<file path="src/pkg/ppgd_regs.vh">
// Timing and mode constants for the push-pull gate drive sequencer
`ifndef PPGD_REGS_VH
`define PPGD_REGS_VH
// Clock period in picoseconds (200 MHz)
`define PPGD_CLK_PS 5000
// External clock fail-safe window in microseconds
`define PPGD_EXT_FAIL_MIN_US 10
`define PPGD_EXT_FAIL_MAX_US 25
// Chosen timeout inside the window, microseconds
`define PPGD_EXT_TIMEOUT_US 16
// Break-before-make gap in nanoseconds per variant
`define PPGD_BBM_LF_NS 128
`define PPGD_BBM_HF_NS 90
// Overcurrent persistence and forced-off period in milliseconds
`define PPGD_OC_MS 10
`define PPGD_OFF_MS 10
// Soft-start ramp in milliseconds
`define PPGD_SS_MS 5
// Protection state codes
`define PPGD_ST_RUN 2'h0
`define PPGD_ST_OFF 2'h1
`define PPGD_ST_SS 2'h2
`endif

</file>
<file path="src/core/ppgd_clk_mon.v">
// External clock validity monitor with timeout
`timescale 1ns/1ps
`include "ppgd_regs.vh"
module ppgd_clk_mon #(
  parameter TIMEOUT_CYC = (`PPGD_EXT_TIMEOUT_US * 1000000) / `PPGD_CLK_PS
) (
  input wire i_clk,
  input wire i_rst,
  input wire i_ext_rise,
  output reg o_valid
);
  reg [15:0] cnt_r;
  // =====================================================
  // Cycle count since last external rising edge
  always @(posedge i_clk) begin
    if (i_rst) begin
      cnt_r <= 16'h0000;
      o_valid <= 1'b0;
    end else if (i_ext_rise) begin
      cnt_r <= 16'h0000;
      o_valid <= 1'b1;
    end else if (cnt_r >= TIMEOUT_CYC[15:0] - 16'h0001) begin
      // Timeout lands inside the fallback window
      o_valid <= 1'b0;
    end else begin
      cnt_r <= cnt_r + 16'h0001;
    end
  end
endmodule

</file>
<file path="src/core/ppgd_seq.v">
// Push-pull gate drive sequencer top level
// Operation
// - Fall back to internal clock after 10..25 us of bad external clock
// - Divide selected clock by two into complementary 50% phase signals
// - Insert dead time between phase highs: 128 ns low, 90 ns high freq
// - The two gates alternate and are never high together
// - Both gates low for the dead time before either may rise
// - External mode toggles divider on clock rise, spread spectrum off
// - Enable low or supply lockout holds both drains off, high impedance
// - Overcurrent over 10 ms forces off 10 ms, then soft start
`timescale 1ns/1ps
`include "ppgd_regs.vh"
module ppgd_seq #(
  parameter HF_VARIANT = 0,
  parameter OSC_HALF_CYC = 625,
  // Counted via nanoseconds so the product stays inside 32 bits
  parameter OC_CYC = (`PPGD_OC_MS * 1000000) / (`PPGD_CLK_PS / 1000),
  parameter OFF_CYC = (`PPGD_OFF_MS * 1000000) / (`PPGD_CLK_PS / 1000),
  parameter SS_CYC = (`PPGD_SS_MS * 1000000) / (`PPGD_CLK_PS / 1000)
) (
  input wire i_clk,
  input wire i_rst,
  input wire i_enable,
  input wire i_supply_lockout,
  input wire i_ext_clk,
  input wire i_ext_mode,
  input wire i_current_limit_state,
  output reg o_phase_a,
  output reg o_phase_b,
  output reg o_gate_a,
  output reg o_gate_b,
  output reg o_drain_out_a_oe,
  output reg o_drain_out_b_oe,
  output reg o_ext_active,
  output reg o_spread_spectrum_modulation,
  output reg o_forced_off_state,
  output reg o_soft_start
);
  // Least time rounds up to whole cycles
  localparam BBM_NS = HF_VARIANT ? `PPGD_BBM_HF_NS : `PPGD_BBM_LF_NS;
  localparam BBM_CYC = (BBM_NS * 1000 + `PPGD_CLK_PS - 1) / `PPGD_CLK_PS;
  localparam [1:0] ST_RUN = `PPGD_ST_RUN;
  localparam [1:0] ST_OFF = `PPGD_ST_OFF;
  localparam [1:0] ST_SS = `PPGD_ST_SS;

  reg ext_d_r;
  reg [15:0] osc_cnt_r;
  reg osc_tick_r;
  reg [7:0] bbm_cnt_r;
  reg last_a_r;
  reg [1:0] st_r;
  reg [1:0] st_nxt;
  reg [31:0] tmr_r;
  reg [31:0] tmr_nxt;
  reg [31:0] oc_cnt_r;
  wire ext_rise;
  wire ext_valid;
  wire sel_ext;
  wire div_tick;
  wire halt;

  // =====================================================
  // External clock edge and validity
  assign ext_rise = i_ext_clk & ~ext_d_r;

  ppgd_clk_mon u_mon (
    .i_clk(i_clk),
    .i_rst(i_rst),
    .i_ext_rise(ext_rise),
    .o_valid(ext_valid)
  );

  // External source only while requested and judged valid
  assign sel_ext = i_ext_mode & ext_valid;
  // Divider steps on external rise or internal oscillator tick
  assign div_tick = sel_ext ? ext_rise : osc_tick_r;
  // Any off condition parks the gates
  assign halt = ~i_enable | i_supply_lockout | (st_r == ST_OFF);

  // =====================================================
  // Edge history and internal oscillator model
  always @(posedge i_clk) begin
    if (i_rst) begin
      ext_d_r <= 1'b0;
      osc_cnt_r <= 16'h0000;
      osc_tick_r <= 1'b0;
    end else begin
      ext_d_r <= i_ext_clk;
      if (osc_cnt_r >= OSC_HALF_CYC[15:0] - 16'h0001) begin
        osc_cnt_r <= 16'h0000;
        osc_tick_r <= 1'b1;
      end else begin
        osc_cnt_r <= osc_cnt_r + 16'h0001;
        osc_tick_r <= 1'b0;
      end
    end
  end

  // =====================================================
  // Divide-by-two into complementary phases
  always @(posedge i_clk) begin
    if (i_rst | halt) begin
      o_phase_a <= 1'b0;
      o_phase_b <= 1'b1;
    end else if (div_tick) begin
      o_phase_a <= ~o_phase_a;
      o_phase_b <= o_phase_a;
    end
  end

  // =====================================================
  // Break-before-make: gates drop one cycle after the phase edge, rise after gap
  // Counter restarts on each phase change so both stay low the full gap
  always @(posedge i_clk) begin
    if (i_rst | halt) begin
      o_gate_a <= 1'b0;
      o_gate_b <= 1'b0;
      bbm_cnt_r <= 8'h00;
      last_a_r <= 1'b0;
    end else begin
      last_a_r <= o_phase_a;
      if (last_a_r != o_phase_a) begin
        o_gate_a <= 1'b0;
        o_gate_b <= 1'b0;
        bbm_cnt_r <= 8'h00;
      end else if (bbm_cnt_r < BBM_CYC[7:0] - 8'h01) begin
        bbm_cnt_r <= bbm_cnt_r + 8'h01;
      end else begin
        // Phases are exact complements, so only one gate rises
        o_gate_a <= o_phase_a;
        o_gate_b <= ~o_phase_a;
      end
    end
  end

  // =====================================================
  // Overcurrent protection sequence
  always @* begin
    st_nxt = st_r;
    tmr_nxt = tmr_r;
    case (st_r)
      ST_RUN: begin
        if (oc_cnt_r >= OC_CYC - 1) begin
          st_nxt = ST_OFF;
          tmr_nxt = 32'h00000000;
        end
      end
      ST_OFF: begin
        if (tmr_r >= OFF_CYC - 1) begin
          st_nxt = ST_SS;
          tmr_nxt = 32'h00000000;
        end else begin
          tmr_nxt = tmr_r + 32'h00000001;
        end
      end
      ST_SS: begin
        if (tmr_r >= SS_CYC - 1) begin
          st_nxt = ST_RUN;
          tmr_nxt = 32'h00000000;
        end else begin
          tmr_nxt = tmr_r + 32'h00000001;
        end
      end
      default: begin
        st_nxt = ST_RUN;
        tmr_nxt = 32'h00000000;
      end
    endcase
  end

  // State, protection timer and persistence counter
  always @(posedge i_clk) begin
    if (i_rst | ~i_enable | i_supply_lockout) begin
      st_r <= ST_RUN;
      tmr_r <= 32'h00000000;
      oc_cnt_r <= 32'h00000000;
    end else begin
      st_r <= st_nxt;
      tmr_r <= tmr_nxt;
      if (st_r == ST_RUN && i_current_limit_state)
        oc_cnt_r <= oc_cnt_r + 32'h00000001;
      else
        oc_cnt_r <= 32'h00000000;
    end
  end

  // =====================================================
  // Drain enables and status flags, all registered
  always @(posedge i_clk) begin
    if (i_rst) begin
      o_drain_out_a_oe <= 1'b0;
      o_drain_out_b_oe <= 1'b0;
      o_ext_active <= 1'b0;
      o_spread_spectrum_modulation <= 1'b0;
      o_forced_off_state <= 1'b0;
      o_soft_start <= 1'b0;
    end else begin
      o_drain_out_a_oe <= ~halt;
      o_drain_out_b_oe <= ~halt;
      o_ext_active <= sel_ext;
      // Spreading only on the internal oscillator
      o_spread_spectrum_modulation <= ~sel_ext & ~halt;
      o_forced_off_state <= (st_r == ST_OFF);
      o_soft_start <= (st_r == ST_SS);
    end
  end
endmodule

</file>
<file path="config.mk">
export PLATFORM = sky130hd
export DESIGN_NAME = ppgd_seq
export DESIGN_NICKNAME = d
export VERILOG_FILES = /design/src/core/ppgd_clk_mon.v /design/src/core/ppgd_seq.v
export VERILOG_INCLUDE_DIRS = /design/src /design/src/pkg
export SDC_FILE = /design/constraint.sdc
export NUM_CORES = 1
export LEC_CHECK = 0
export BUFFER_PORTS_ARGS = -buffer_cell sky130_fd_sc_hd__buf_2
export CAP_MARGIN = 20
export CORE_UTILIZATION = 40
export CTS_BUF_LIST = sky130_fd_sc_hd__clkbuf_8 sky130_fd_sc_hd__clkbuf_16
export DETAILED_ROUTE_END_ITERATION = 8
export PLACE_DENSITY = 0.53
export SYNTH_ARGS = -nofsm -noshare
export SYNTH_HDL_FRONTEND = slang
export SYNTH_SLANG_ARGS = --single-unit
</file>
<file path="constraint.sdc">
create_clock -name i_clk -period 4.82 [get_ports i_clk]
set_clock_uncertainty 0.1 [all_clocks]
set_input_delay 0.964 -clock i_clk [delete_from_list [all_inputs] [get_ports i_clk]]
set_output_delay 0.964 -clock i_clk [all_outputs]
set_load 0.05 [all_outputs]
</file>
==> metrics <==
outcome finished clean; f_max approximately 330 MHz; WHS Path Cells 1; nets 621; GPL Wtd Cong between 0.7 and 0.8; actual slew at the worst max-slew pin 0.959 ns; setup TNS 0 ns; clock sink total 119; DR pass1 iterations 5; reg2reg path depth 7; vias in the first global route between 3000 and 4000; die area 13400 µm²; Area after DPL ~5400 µm²; total number of vias 4022; final WL 10.4 mm; CTS Buffer Depth 2; die width between 100 and 150 µm; Syn. warnings 0; Peak VDD IR approximately 0.23 mV; Final period util 0.627; Crit Path Max Fanout 19; IO Pins 17; Synth area leaders dfxtp_1, nor2_1, xor2_1; cts repair resizes 0; leading cell type in the layout, fill and taps excluded dfxtp_1; Post-synth top flop dfxtp_1; placement row count 41; final worst setup slack 1.80 ns; Mapped Cells between 500 and 600; maxcap violations 0; first-pass GRT wire length 18.3 mm; PD cells a little under 400 nW/µm²; final design utilization 0.476; area of the mapped netlist 5160 µm²; async set-reset flop share out of synthesis 0; DRT iter0 DRCs 237; WP data required 5.03 ns; Mean Syn Cell Area 8.85 µm²; Pleak approximately 2.2 nW; post-synth top area cell dfxtp_1; register area share after synthesis 0.462; CTS tree built; WHS 0.350 ns; final hold vios 0; RSZ-0062 raised after global routing false; DR WL/cell 13.1 µm; CTS H-tree lvls 4; fraction of layout cells with a size suffix above 1 0.106; gr ovfl total 0; post-synth top area share 0.462; vias per cell 5.10; number of flops mapped to enable cells by yosys 0; core box area ~13000 µm²; Max-Slew Margin vs Limit 0.360; Die Span Y 116 µm; Seq cells post-synth 119; commonest non-fill, non-tap cells in the layout dfxtp_1, nor2_1, nand2_1, nand3_1, xor2_1; WS Path Type reg -> reg; CP arrival 3.23 ns; Area Growth Syn to Fin 16.4%; initial antenna violation count 0; Post-route DRC 0; setup slack after placement around 1.6 ns; hpwl dp 7.10 mm; Pins Over Slew Limit 0; largest net degree at the start of global routing 33; Worst-Skew Late Latency 0.43 ns; total CTS buffers 17; Final Cell Area 6000 µm²; post-route ant nets 0; Clk pin slew, worst setup/hold paths 0.05 ns; count of final setup violators 0; distinct cell type count after synthesis 57; total track usage 0.176; Post-CTS Setup Bufs 0; Port Buffers 16; min Tclk post-route 3.02 ns; ANT cells 0; CP Capture Type flip-flop; min-delay worst type reg -> reg; CTS hold repair buffers 0; Clock Tree Root clkbuf_16; startpoint types flip-flop; Starting Density 0.409
final timing paths:
check | start | endpoint | slack, ns
max | st_r[0] | tmr_r[14] | 1.80
min | u_mon.cnt_r[14] | u_mon.cnt_r[14] | 0.35
max reg2reg | st_r[0] | tmr_r[14] | 1.80
min reg2reg | u_mon.cnt_r[14] | u_mon.cnt_r[14] | 0.35
metrics by stage:
step / std cells / total power [W]
2_1_floorplan: 588 / 0.00105
3_3_place_gp: 756 / 0.00106
3_5_place_dp: 756 / 0.00106
4_1_cts: 788 / 0.00238
5_1_grt: 788 / 0.00243
6_report: 788 / 0.00235
flip-flops by register name, indices dropped and copies added (netlist names), 2 cells and up:
signal and cells:
tmr_r 32, u_mon.cnt_r 16, oc_cnt_r 32, st_r 2, osc_cnt_r 16, bbm_cnt_r 8
layout make-up:
type,count,area [µm²]
clock buffer,18,439
clock inverter,14,181
fill,1233,6620
inverter,16,60.1
sequential,119,2380
tap,172,215
multi-input combinational,430,2620
timing repair buffer,19,103
power by group:
group	internal, W	leakage [nW]	switching, W
combinational	0.0000114	0.909	0.0000278
sequential	0.000992	0.962	0.00000478
clock	0.000871	0.301	0.000443
total	0.00187	2.17	0.000476
worst max-delay path, stage by stage, from the launching register on:
cell,delay (ns)
dfxtp_1,0.32
inv_1,0.10
ha_1,0.17
or4b_2,0.63
nor4_4,0.77
buf_4,0.29
nor3_2,0.14
a221o_1,0.37
routing by layer:
metal,share of wire,GRT usage,vias to the layer above,routed length (µm)
li1,-,-,2087,-
met1,0.50,0.221,1875,5160
met2,0.46,0.279,52,4790
met3,0.028,0.0486,8,289
met4,0.012,0.0814,0,121
met5,0,0,-,0
cells in the mapped netlist, drive strengths merged (4+ instances only):
master    n
dfxtp   119
nor2     82
nand2    46
nand3    34
xor2     27
and3     24
a21oi    21
nor3     21
xnor2    17
inv      16
nand4    16
nor2b    13
clkbuf   12
o21ai    12
buf      11
ha       11
or3      11
a31oi    10
and2     10
nor4     10
a221o     7
or4       6
a22o      5
o31ai     5
a211oi    4
mux2i     4
logic make-up after synthesis:
group | Yosys count | share of synthesized area
AND/OR/NAND/NOR | 291 | 0.298
flip-flops | 119 | 0.462
AO/OA/AOI/OAI | 74 | 0.0968
XOR/XNOR | 44 | 0.0747
buffers and inverters | 39 | 0.0335
adder cells (fa/ha/maj) | 11 | 0.0267
multiplexers | 4 | 0.00776
other | 1 | 0.000727
Power figures use the tool's default switching activity.
